--- src/rtl/smc_defs.svh ---
// Purpose: constants of the mode and i2c control register pair
// Assumes: mclk at 125 MHz
// Notes:   offsets, field positions, reset values and timing counts
`ifndef SMC_DEFS_SVH
`define SMC_DEFS_SVH

// -----------------------------------------------------------------
// register offsets
// -----------------------------------------------------------------
`define SMC_OFF_MODE      8'h04
`define SMC_OFF_I2C       8'h05
`define SMC_OFF_CRC_LO    8'h0a
`define SMC_OFF_CRC_HI    8'h0b

// -----------------------------------------------------------------
// reset values and writable bits
// -----------------------------------------------------------------
`define SMC_MODE_RST      8'h80
`define SMC_I2C_RST       8'h00
`define SMC_MODE_WMASK    8'haf
`define SMC_I2C_WMASK     8'h1f

// -----------------------------------------------------------------
// field positions
// -----------------------------------------------------------------
`define SMC_B_FAILSAFE    7
`define SMC_B_CRC_CLR     5
`define SMC_B_LEG_SRC     3
`define SMC_B_LEG         2
`define SMC_B_LF_SRC      1
`define SMC_B_LF          0
`define SMC_B_DLY_HI      4
`define SMC_B_DLY_LO      3
`define SMC_B_WBLK        2
`define SMC_B_SPEEDUP     1
`define SMC_B_WDIS        0

// -----------------------------------------------------------------
// timing
// -----------------------------------------------------------------
`define SMC_CLK_PERIOD_NS   8
`define SMC_SDA_DLY_BASE_NS 240
`define SMC_SDA_DLY_STEP_NS 40
`define SMC_WDOG_LONG_MS    1000
`define SMC_WDOG_SHORT_MS   50
`define SMC_WDOG_LONG_CYC  (`SMC_WDOG_LONG_MS * 1000000 / `SMC_CLK_PERIOD_NS)
`define SMC_WDOG_SHORT_CYC (`SMC_WDOG_SHORT_MS * 1000000 / `SMC_CLK_PERIOD_NS)
`define SMC_CLR_HALF_NS     5000
`define SMC_CLR_HALF_CYC   (`SMC_CLR_HALF_NS / `SMC_CLK_PERIOD_NS)
`define SMC_CLR_PULSES      9
`define SMC_DEV_ADDR        7'h3a

`endif

--- src/rtl/smc_pkg.sv ---
// Purpose: types of the mode and i2c control register pair
// Assumes: nothing
// Notes:   state enums only
`default_nettype none
package smc_pkg;
   typedef enum logic [2:0] {
      SL_IDLE, SL_ADDR, SL_ACK_ADDR, SL_WRITE, SL_ACK_WR, SL_READ, SL_ACK_RD
   } smc_slv_e;
   typedef enum logic {WD_WATCH, WD_CLEAR} smc_wd_e;
endpackage
`default_nettype wire

--- src/rtl/smc_crc_count.sv ---
// Purpose: back channel crc error counter
// Assumes: crc_err is a one-cycle pulse
// Notes:   saturates at all ones
`timescale 1ns/1ns
`default_nettype none
module smc_crc_count (
   // clock and reset
   input  wire logic        mclk,
   input  wire logic        rst_n,
   // events
   input  wire logic        crc_err,
   input  wire logic        clear,
   // count
   output logic [15:0]      count
);
   logic [15:0] next_count;

   always_comb begin
      next_count = count;
      if (clear) begin
         next_count = 16'h0000;
      end else if (crc_err && count != 16'hffff) begin
         next_count = count + 16'h0001;
      end
   end

   always_ff @(posedge mclk or negedge rst_n) begin
      if (!rst_n) begin
         count <= 16'h0000;
      end else begin
         count <= next_count;
      end
   end
endmodule // smc_crc_count
`default_nettype wire

--- src/rtl/smc_watchdog.sv ---
// Purpose: i2c bus watchdog with free detect and hung bus clear
// Assumes: scl_in and sda_in are the wire levels
// Notes:   scl_oe pulls scl low during the clear sequence
`timescale 1ns/1ns
`default_nettype none
`include "smc_defs.svh"
module smc_watchdog #(
   parameter int unsigned LONG_CYC  = `SMC_WDOG_LONG_CYC,
   parameter int unsigned SHORT_CYC = `SMC_WDOG_SHORT_CYC
) (
   // clock and reset
   input  wire logic        mclk,
   input  wire logic        rst_n,
   // bus levels
   input  wire logic        scl_in,
   input  wire logic        sda_in,
   // control
   input  wire logic        wd_disable,
   input  wire logic        speedup,
   // status and drive
   output logic             bus_free,
   output logic             clear_active,
   output logic             scl_oe
);
   localparam logic [26:0] LONG_LIM  = 27'(LONG_CYC - 1);
   localparam logic [26:0] SHORT_LIM = 27'(SHORT_CYC - 1);
   localparam logic [9:0]  HALF_LIM  = 10'(`SMC_CLR_HALF_CYC - 1);
   localparam logic [4:0]  PH_LAST   = 5'(2 * `SMC_CLR_PULSES - 1);

   smc_pkg::smc_wd_e st, next_st;
   logic [26:0] cnt, next_cnt, limit;
   logic [4:0]  phase, next_phase;
   logic [9:0]  half, next_half;
   logic        prev_scl, prev_sda, next_bus_free, next_scl_oe, activity;

   assign clear_active = (st == smc_pkg::WD_CLEAR);

   always_comb begin
      next_st       = st;
      next_cnt      = cnt;
      next_phase    = phase;
      next_half     = half;
      next_bus_free = bus_free;
      next_scl_oe   = scl_oe;
      activity      = (scl_in != prev_scl) || (sda_in != prev_sda);
      limit         = speedup ? SHORT_LIM : LONG_LIM;
      unique case (st)
         smc_pkg::WD_WATCH: begin
            next_scl_oe = 1'b0;
            if (wd_disable || activity) begin
               next_cnt      = 27'h0000000;
               next_bus_free = 1'b0;
            end else if (cnt >= limit) begin
               if (sda_in) begin
                  next_bus_free = 1'b1;
               end else begin
                  next_st     = smc_pkg::WD_CLEAR;
                  next_phase  = 5'h00;
                  next_half   = 10'h000;
                  next_scl_oe = 1'b1;
               end
            end else begin
               next_cnt = cnt + 27'h0000001;
            end
         end
         smc_pkg::WD_CLEAR: begin
            if (wd_disable) begin
               next_st     = smc_pkg::WD_WATCH;
               next_scl_oe = 1'b0;
               next_cnt    = 27'h0000000;
            end else if (half == HALF_LIM) begin
               next_half = 10'h000;
               if (phase == PH_LAST) begin
                  next_st     = smc_pkg::WD_WATCH;
                  next_scl_oe = 1'b0;
                  next_cnt    = 27'h0000000;
               end else begin
                  next_phase  = phase + 5'h01;
                  next_scl_oe = phase[0];
               end
            end else begin
               next_half = half + 10'h001;
            end
         end
      endcase
   end

   always_ff @(posedge mclk or negedge rst_n) begin
      if (!rst_n) begin
         st       <= smc_pkg::WD_WATCH;
         cnt      <= 27'h0000000;
         phase    <= 5'h00;
         half     <= 10'h000;
         bus_free <= 1'b0;
         scl_oe   <= 1'b0;
         prev_scl <= 1'b1;
         prev_sda <= 1'b1;
      end else begin
         st       <= next_st;
         cnt      <= next_cnt;
         phase    <= next_phase;
         half     <= next_half;
         bus_free <= next_bus_free;
         scl_oe   <= next_scl_oe;
         prev_scl <= scl_in;
         prev_sda <= sda_in;
      end
   end
endmodule // smc_watchdog
`default_nettype wire

--- src/rtl/smc_top.sv ---
// Purpose: mode and i2c slave control registers of a video serializer
// Assumes: pins synchronous to mclk; open-drain i2c pins
// Notes:   registers reached over the i2c slave or the remote channel
//
// Summary of operation
// - Crc clear bit at one holds crc counters at zero; not self-clearing.
// - Legacy source bit zero takes mode from strap, one from register.
// - Legacy bit one enables old-deserializer compatibility; default off.
// - Frequency source bit zero takes range from strap, one from register.
// - Low-frequency bit one selects 5 to under 15 MHz; zero 15-85 MHz.
// - Two-bit delay field gives sda output delay 240/280/320/360 ns.
// - Write-block bit does not affect remote access to local-side slaves.
// - Watchdog expires after about 1 s, or about 50 ms with speedup.
// - Watchdog disable bit one turns the bus watchdog off.
// - Sda high and quiet for the watchdog period means bus free.
// - Sda low and quiet until expiry makes nine scl clear pulses.
// - Crc error count reads as low and high bytes, both reset zero.
`timescale 1ns/1ns
`default_nettype none
`include "smc_defs.svh"
module smc_top #(
   parameter int unsigned WDOG_LONG_CYC  = `SMC_WDOG_LONG_CYC,
   parameter int unsigned WDOG_SHORT_CYC = `SMC_WDOG_SHORT_CYC,
   parameter logic [6:0]  DEV_ADDR       = `SMC_DEV_ADDR
) (
   // clock and reset
   input  wire logic        mclk,
   input  wire logic        reset_n,
   // i2c pins
   input  wire logic        scl_in,
   output logic             scl_out,
   output logic             scl_oe,
   input  wire logic        sda_in,
   output logic             sda_out,
   output logic             sda_oe,
   // mode strap decode
   input  wire logic        strap_legacy_mode,
   input  wire logic        strap_low_freq,
   // remote control channel
   input  wire logic        remote_wr_valid,
   output logic             remote_wr_ready,
   input  wire logic        remote_wr_local,
   input  wire logic [7:0]  remote_wr_addr,
   input  wire logic [7:0]  remote_wr_data,
   output logic             remote_wr_refused,
   output logic             slave_fwd_valid,
   output logic [7:0]       slave_fwd_addr,
   output logic [7:0]       slave_fwd_data,
   // back channel
   input  wire logic        crc_err,
   // configuration out
   output logic             legacy_compat_mode,
   output logic             low_freq_range_select,
   output logic             failsafe_low,
   output logic [15:0]      crc_count,
   output logic             bus_free,
   output logic             bus_clear_active
);
   // ---------------------------------------------------------------
   // reset release
   // ---------------------------------------------------------------
   logic rst_meta, rst_n;

   always_ff @(posedge mclk or negedge reset_n) begin
      if (!reset_n) begin
         rst_meta <= 1'b0;
         rst_n    <= 1'b0;
      end else begin
         rst_meta <= 1'b1;
         rst_n    <= rst_meta;
      end
   end

   // ---------------------------------------------------------------
   // helpers
   // ---------------------------------------------------------------
   function automatic logic [5:0] sda_dly_cyc(input logic [1:0] code);
      int ns;
      ns = `SMC_SDA_DLY_BASE_NS + `SMC_SDA_DLY_STEP_NS * int'(code);
      return 6'((ns + `SMC_CLK_PERIOD_NS - 1) / `SMC_CLK_PERIOD_NS);
   endfunction

   function automatic logic [7:0] masked_write(input logic [7:0] cur,
         input logic [7:0] data, input logic [7:0] wmask);
      return (cur & ~wmask) | (data & wmask);
   endfunction

   // ---------------------------------------------------------------
   // configuration registers
   // ---------------------------------------------------------------
   logic [7:0] mode_config, i2c_slave_control;
   logic [7:0] next_mode_config, next_i2c_slave_control;
   logic       i2c_wr_en, rem_take, wr_en;
   logic [7:0] i2c_wr_addr, i2c_wr_data, wr_addr, wr_data;
   logic       next_refused, next_fwd_valid;
   logic [7:0] next_fwd_addr, next_fwd_data;

   assign remote_wr_ready = !i2c_wr_en;
   assign rem_take = remote_wr_valid && remote_wr_ready && remote_wr_local
                     && !i2c_slave_control[`SMC_B_WBLK];
   assign wr_en    = i2c_wr_en || rem_take;
   assign wr_addr  = i2c_wr_en ? i2c_wr_addr : remote_wr_addr;
   assign wr_data  = i2c_wr_en ? i2c_wr_data : remote_wr_data;

   always_comb begin
      next_mode_config       = mode_config;
      next_i2c_slave_control = i2c_slave_control;
      if (wr_en && wr_addr == `SMC_OFF_MODE) begin
         next_mode_config = masked_write(mode_config, wr_data,
                                         `SMC_MODE_WMASK);
      end
      if (wr_en && wr_addr == `SMC_OFF_I2C) begin
         next_i2c_slave_control = masked_write(i2c_slave_control, wr_data,
                                               `SMC_I2C_WMASK);
      end
      next_refused   = remote_wr_valid && remote_wr_ready && remote_wr_local
                       && i2c_slave_control[`SMC_B_WBLK];
      next_fwd_valid = remote_wr_valid && remote_wr_ready
                       && !remote_wr_local;
      next_fwd_addr  = next_fwd_valid ? remote_wr_addr : slave_fwd_addr;
      next_fwd_data  = next_fwd_valid ? remote_wr_data : slave_fwd_data;
   end

   always_ff @(posedge mclk or negedge rst_n) begin
      if (!rst_n) begin
         mode_config       <= `SMC_MODE_RST;
         i2c_slave_control <= `SMC_I2C_RST;
         remote_wr_refused <= 1'b0;
         slave_fwd_valid   <= 1'b0;
         slave_fwd_addr    <= 8'h00;
         slave_fwd_data    <= 8'h00;
      end else begin
         mode_config       <= next_mode_config;
         i2c_slave_control <= next_i2c_slave_control;
         remote_wr_refused <= next_refused;
         slave_fwd_valid   <= next_fwd_valid;
         slave_fwd_addr    <= next_fwd_addr;
         slave_fwd_data    <= next_fwd_data;
      end
   end

   // ---------------------------------------------------------------
   // mode outputs
   // ---------------------------------------------------------------
   logic next_legacy, next_low_freq;

   always_comb begin
      next_legacy   = mode_config[`SMC_B_LEG_SRC] ?
                      mode_config[`SMC_B_LEG] : strap_legacy_mode;
      next_low_freq = mode_config[`SMC_B_LF_SRC] ?
                      mode_config[`SMC_B_LF] : strap_low_freq;
   end

   always_ff @(posedge mclk or negedge rst_n) begin
      if (!rst_n) begin
         legacy_compat_mode    <= 1'b0;
         low_freq_range_select <= 1'b0;
      end else begin
         legacy_compat_mode    <= next_legacy;
         low_freq_range_select <= next_low_freq;
      end
   end

   assign failsafe_low = mode_config[`SMC_B_FAILSAFE];

   // ---------------------------------------------------------------
   // counter and watchdog
   // ---------------------------------------------------------------
   smc_crc_count u_crc (
      .mclk    (mclk),
      .rst_n   (rst_n),
      .crc_err (crc_err),
      .clear   (mode_config[`SMC_B_CRC_CLR]),
      .count   (crc_count)
   );

   smc_watchdog #(
      .LONG_CYC  (WDOG_LONG_CYC),
      .SHORT_CYC (WDOG_SHORT_CYC)
   ) u_wdog (
      .mclk         (mclk),
      .rst_n        (rst_n),
      .scl_in       (scl_in),
      .sda_in       (sda_in),
      .wd_disable   (i2c_slave_control[`SMC_B_WDIS]),
      .speedup      (i2c_slave_control[`SMC_B_SPEEDUP]),
      .bus_free     (bus_free),
      .clear_active (bus_clear_active),
      .scl_oe       (scl_oe)
   );

   assign scl_out = 1'b0;
   assign sda_out = 1'b0;

   // ---------------------------------------------------------------
   // i2c slave
   // ---------------------------------------------------------------
   smc_pkg::smc_slv_e st, next_st;
   logic [3:0] cnt, next_cnt;
   logic [7:0] sh, next_sh, ptr, next_ptr, rdata;
   logic [5:0] dly, next_dly;
   logic       rw, next_rw, first, next_first, drive, next_drive;
   logic       nack, next_nack, next_sda_oe, prev_scl, prev_sda;
   logic       scl_rise, scl_fall, start_c, stop_c;

   always_comb begin
      unique case (ptr)
         `SMC_OFF_MODE:   rdata = mode_config;
         `SMC_OFF_I2C:    rdata = i2c_slave_control;
         `SMC_OFF_CRC_LO: rdata = crc_count[7:0];
         `SMC_OFF_CRC_HI: rdata = crc_count[15:8];
         default:         rdata = 8'h00;
      endcase
   end

   always_comb begin
      scl_rise    = scl_in && !prev_scl;
      scl_fall    = !scl_in && prev_scl;
      start_c     = scl_in && prev_scl && prev_sda && !sda_in;
      stop_c      = scl_in && prev_scl && !prev_sda && sda_in;
      next_st     = st;
      next_cnt    = cnt;
      next_sh     = sh;
      next_ptr    = ptr;
      next_rw     = rw;
      next_first  = first;
      next_drive  = drive;
      next_nack   = nack;
      i2c_wr_en   = 1'b0;
      i2c_wr_addr = ptr;
      i2c_wr_data = sh;
      if (start_c) begin
         next_st    = smc_pkg::SL_ADDR;
         next_cnt   = 4'h0;
         next_drive = 1'b0;
      end else if (stop_c) begin
         next_st    = smc_pkg::SL_IDLE;
         next_drive = 1'b0;
      end else begin
         unique case (st)
            smc_pkg::SL_IDLE: ;
            smc_pkg::SL_ADDR, smc_pkg::SL_WRITE: begin
               if (scl_rise) begin
                  next_sh  = {sh[6:0], sda_in};
                  next_cnt = cnt + 4'h1;
               end else if (scl_fall && cnt == 4'h8) begin
                  next_drive = 1'b1;
                  if (st == smc_pkg::SL_WRITE) begin
                     next_st = smc_pkg::SL_ACK_WR;
                     if (first) begin
                        next_ptr = sh;
                     end else begin
                        i2c_wr_en = 1'b1;
                        next_ptr  = ptr + 8'h01;
                     end
                  end else if (sh[7:1] == DEV_ADDR) begin
                     next_st = smc_pkg::SL_ACK_ADDR;
                     next_rw = sh[0];
                  end else begin
                     next_st    = smc_pkg::SL_IDLE;
                     next_drive = 1'b0;
                  end
               end
            end
            smc_pkg::SL_ACK_WR: begin
               if (scl_fall) begin
                  next_st    = smc_pkg::SL_WRITE;
                  next_drive = 1'b0;
                  next_cnt   = 4'h0;
                  next_first = 1'b0;
               end
            end
            smc_pkg::SL_ACK_ADDR, smc_pkg::SL_ACK_RD: begin
               if (scl_rise) begin
                  next_nack = sda_in && st == smc_pkg::SL_ACK_RD;
               end else if (scl_fall) begin
                  next_cnt = 4'h0;
                  if (!rw) begin
                     next_st    = smc_pkg::SL_WRITE;
                     next_first = 1'b1;
                     next_drive = 1'b0;
                  end else if (nack) begin
                     next_st    = smc_pkg::SL_IDLE;
                     next_drive = 1'b0;
                  end else begin
                     next_st    = smc_pkg::SL_READ;
                     next_sh    = rdata;
                     next_ptr   = ptr + 8'h01;
                     next_drive = !rdata[7];
                  end
               end
            end
            smc_pkg::SL_READ: begin
               if (scl_rise) begin
                  next_cnt = cnt + 4'h1;
               end else if (scl_fall) begin
                  if (cnt == 4'h8) begin
                     next_st    = smc_pkg::SL_ACK_RD;
                     next_drive = 1'b0;
                     next_nack  = 1'b0;
                  end else begin
                     next_sh    = {sh[6:0], 1'b0};
                     next_drive = !sh[6];
                  end
               end
            end
         endcase
      end
      // sda changes after the programmed delay past scl fall, or is released at once on idle or bus clear
      next_dly    = dly;
      next_sda_oe = sda_oe;
      if (next_st == smc_pkg::SL_IDLE || bus_clear_active) begin
         next_dly    = 6'h00;
         next_sda_oe = 1'b0;
      end else if (scl_fall) begin
         next_dly = sda_dly_cyc(i2c_slave_control[`SMC_B_DLY_HI:
                                                  `SMC_B_DLY_LO]);
      end else if (dly == 6'h01) begin
         next_dly    = 6'h00;
         next_sda_oe = drive;
      end else if (dly != 6'h00) begin
         next_dly = dly - 6'h01;
      end
   end

   always_ff @(posedge mclk or negedge rst_n) begin
      if (!rst_n) begin
         st       <= smc_pkg::SL_IDLE;
         cnt      <= 4'h0;
         sh       <= 8'h00;
         ptr      <= 8'h00;
         rw       <= 1'b0;
         first    <= 1'b0;
         drive    <= 1'b0;
         nack     <= 1'b0;
         dly      <= 6'h00;
         sda_oe   <= 1'b0;
         prev_scl <= 1'b1;
         prev_sda <= 1'b1;
      end else begin
         st       <= next_st;
         cnt      <= next_cnt;
         sh       <= next_sh;
         ptr      <= next_ptr;
         rw       <= next_rw;
         first    <= next_first;
         drive    <= next_drive;
         nack     <= next_nack;
         dly      <= next_dly;
         sda_oe   <= next_sda_oe;
         prev_scl <= scl_in;
         prev_sda <= sda_in;
      end
   end
endmodule // smc_top
`default_nettype wire

--- config.mk ---
export PLATFORM = sky130hd
export DESIGN_NAME = smc_top
export DESIGN_NICKNAME = d
export VERILOG_FILES = /design/src/rtl/smc_pkg.sv /design/src/rtl/smc_crc_count.sv /design/src/rtl/smc_watchdog.sv /design/src/rtl/smc_top.sv
export VERILOG_INCLUDE_DIRS = /design/src /design/src/rtl
export SDC_FILE = /design/constraint.sdc
export NUM_CORES = 1
export LEC_CHECK = 0
export BUFFER_PORTS_ARGS = -buffer_cell sky130_fd_sc_hd__buf_2
export CORE_MARGIN = 3
export CORE_UTILIZATION = 54
export DETAILED_ROUTE_END_ITERATION = 12
export PLACE_DENSITY_LB_ADDON = 0.2
export SYNTH_ARGS = -nofsm -noshare
export SYNTH_HDL_FRONTEND = slang
export SYNTH_SLANG_ARGS = --single-unit
--- constraint.sdc ---
create_clock -name mclk -period 3.97 [get_ports mclk]
set_input_delay 0.1985 -clock mclk [delete_from_list [all_inputs] [get_ports mclk]]
set_output_delay 0.1985 -clock mclk [all_outputs]
set_load 0.005 [all_outputs]
==> results.tsv <==
metric	value	unit
syn avg cell area	9.509	sq um
CP Data Required Time	4.27	ns
share of cells above drive strength 1	18.40	%
# setup viols final	0	
die width	125.2	um
most frequent cells in the layout	dfrtp_1 (126), nand2_1 (73), buf_2 (66)	
Reg-to-Reg Start	u_wdog.prev_scl	
Initial Util	56.60	%
Startpoint Class	flop	
R2R depth	8	
gr ovfl total	0	
Pre-Repair DR Iteration Count	5	
routed via count	6664	
largest net degree at the start of global routing	82	
post-route ant nets	0	
type of the worst setup path	reg -> reg	
clk slew on worst S/H paths	0.06	ns
RSZ-0062 raised after global routing	no	
top cell type by total area after synthesis	dfrtp_1	
antenna cells	0	
Total Routing Usage GR	24.78	%
Final Max Slew Viols	0	
initial antenna violation count	0	
area of the multi-input gates	4159	sq um
synthesis-stage register bit count	130	
Area Growth Syn to Fin	14.14	%
crit path capture type	flop	
# H-tree levels	4	
total power	5.093	mW
Tmin final	3.074	ns
Worst Path Max Fanout	19	
prevailing post-synth register cell	dfrtp_1	
DR iter-0 viols	583	
WL final	18890	um
die height	125.2	um
Clock Skew	0.008538	ns
Crit. Startpoint	u_wdog.prev_scl	
FILL cells	1106	
worst rel slew slack	29.10	%
top cells by area, synth	dfrtp_1 (41%), mux2_2 (5.3%), ha_1 (4.9%), nand2_1 (3.6%), a21oi_1 (3.4%)	
post-synth top area share	41.42	%
clock sinks	130	
Fin. Hold Viols	0	
worst hold-check path type	in -> reg	
static leakage	4.002	nW
via/cell ratio	6.275	
max-cap viol count	0	
Pwr per Cell Area	581.6	nW/um^2
# IOs	69	
Max IR drop VDD	0.4959	mV
number of remaining DRC errors	0	
Worst Path Arrival	3.38	ns
CTS Buf Count	17	
Critical R2R Capture	i2c_slave_control[2]	
clock latency on the worst-skew pair	0.42	ns
CTS tree	built	
GPL Wtd Cong	0.9007	
Max Freq	325.4	MHz
Synth warnings	0	
Syn Inst Count	807	
DP HPWL	13490	um
actual transition at the worst max-transition pin	1.064	ns
vias in the first global route	6555	
full die area	15680	sq um
Hold WS	0.02002	ns
I/O Buffers	66	
Rows	42	
most common cell after layout, fill and taps aside	dfrtp_1	
global-route wire length before repair	32060	um
critical path endpoint	i2c_slave_control[2]	
core area	13560	sq um
EDFF count, synth	0	
Root Driver	clkbuf_16	
register area share after synthesis	42.44	%
FF-to-FF setup slack	0.90	ns
library cells used by synthesis	72	
Final Cycle Share	77.42	%
maximum clock path buffer count	2	
Wirelength per Cell	17.79	um
sum of negative setup slack	0	ns
Reg area	3261	sq um
outcome	complete, no violations	
share of flip-flops with an asynchronous set or reset	100.0	%
Final #Nets	928	
Cell Area, Synth	7674	sq um
==> flip-flops by register name, summed over array words and instances, names as in the netlist, 3 cells and up <==
signal / cells
i2c_slave_control: 5
u_wdog.half: 10
slave_fwd_data: 8
u_wdog.phase: 5
u_wdog.cnt: 27
i2c_wr_addr: 8
st: 3
mode_config: 6
i2c_wr_data: 8
dly: 6
u_crc.count: 16
slave_fwd_addr: 8
cnt: 4
==> worst min path at each step <==
stage,start,to,slack [ns],cells after the start
floorplan,reset_n,rst_meta,-0.1,0
finish,remote_wr_data[6],slave_fwd_data[6],0.02,2
global route,remote_wr_data[6],slave_fwd_data[6],0.01,2
global placement,reset_n,rst_meta,-0.02,1
detailed placement,reset_n,rst_meta,-0.01,1
CTS,remote_wr_data[6],slave_fwd_data[6],0.004,2
==> layout make-up <==
class / count / share of cell area [%]
clock buffer: 18 / 5.014
clock inverter: 14 / 1.329
inverter: 28 / 1.200
multi-input combinational: 616 / 47.49
sequential: 130 / 37.23
tap: 176 / 2.514
timing repair buffer: 80 / 5.229
==> worst max-delay path: stages, from the launching register on <==
cell      delay [ns]
dfstp_2         0.54
ha_1            0.56
and2b_1         0.26
nand4b_1        0.19
nor3_2          0.23
buf_4           0.25
mux2i_1         0.27
nand2b_1        0.29
mux2_2          0.37
==> timing repair <==
item	CTS	global route
hold endpoints to repair	5	0
resized for setup	0	0
hold buffers	4	0
setup buffers	0	0
==> layer usage <==
metal	GRT usage, %	wire, um
met4	8.865	396
met5	0	0
met1	33.81	8416
met3	5.586	1127
met2	39.16	8950
==> report_power, final <==
group	leakage, nW	switching [mW]	internal (mW)
registers	1.66	0.391	1.59
logic	2.07	0.974	0.677
clock network	0.269	0.633	0.831
total	4.00	2.00	3.10
==> per-stage QoR <==
step	setup slack, ns	std cells	util, %	area [sq um]
floorplan	0.08519	808	-	7677
global placement	1.071	1026	60.21	8163
detailed placement	0.9650	1026	60.21	8163
CTS	0.9357	1062	64.60	8758
global route	0.6420	1062	64.60	8758
finish	0.8965	1062	64.60	8758
==> cell families (layout without fill, tap and decap cells) <==
family                   after synthesis  after routing  share of synthesized area, %
buffers and inverters                 62            140                         3.408
other                                  2              3                       0.09787
flip-flops                           130            130                         42.44
XOR/XNOR                              21             21                         2.397
AND/OR/NAND/NOR                      312            312                         21.82
adder cells (fa/ha/maj)               30             30                         4.892
AO/OA/AOI/OAI                        191            191                         16.66
multiplexers                          59             59                         8.283
==> Yosys cell counts (all sizes together), types with 9 or more instances <==
| cell type | number |
|---|---|
| a211oi | 11 |
| a21oi | 52 |
| a22oi | 19 |
| a31oi | 13 |
| and3 | 14 |
| buf | 12 |
| clkbuf | 22 |
| dfrtp | 127 |
| ha | 30 |
| inv | 28 |
| mux2 | 36 |
| mux2i | 23 |
| nand2 | 73 |
| nand2b | 31 |
| nand3 | 41 |
| nand4 | 17 |
| nor2 | 63 |
| nor3 | 12 |
| nor4 | 13 |
| o211ai | 10 |
| o21ai | 30 |
| or3 | 9 |
| xnor2 | 11 |
| xor2 | 10 |
(Power assumes the default switching activity.)
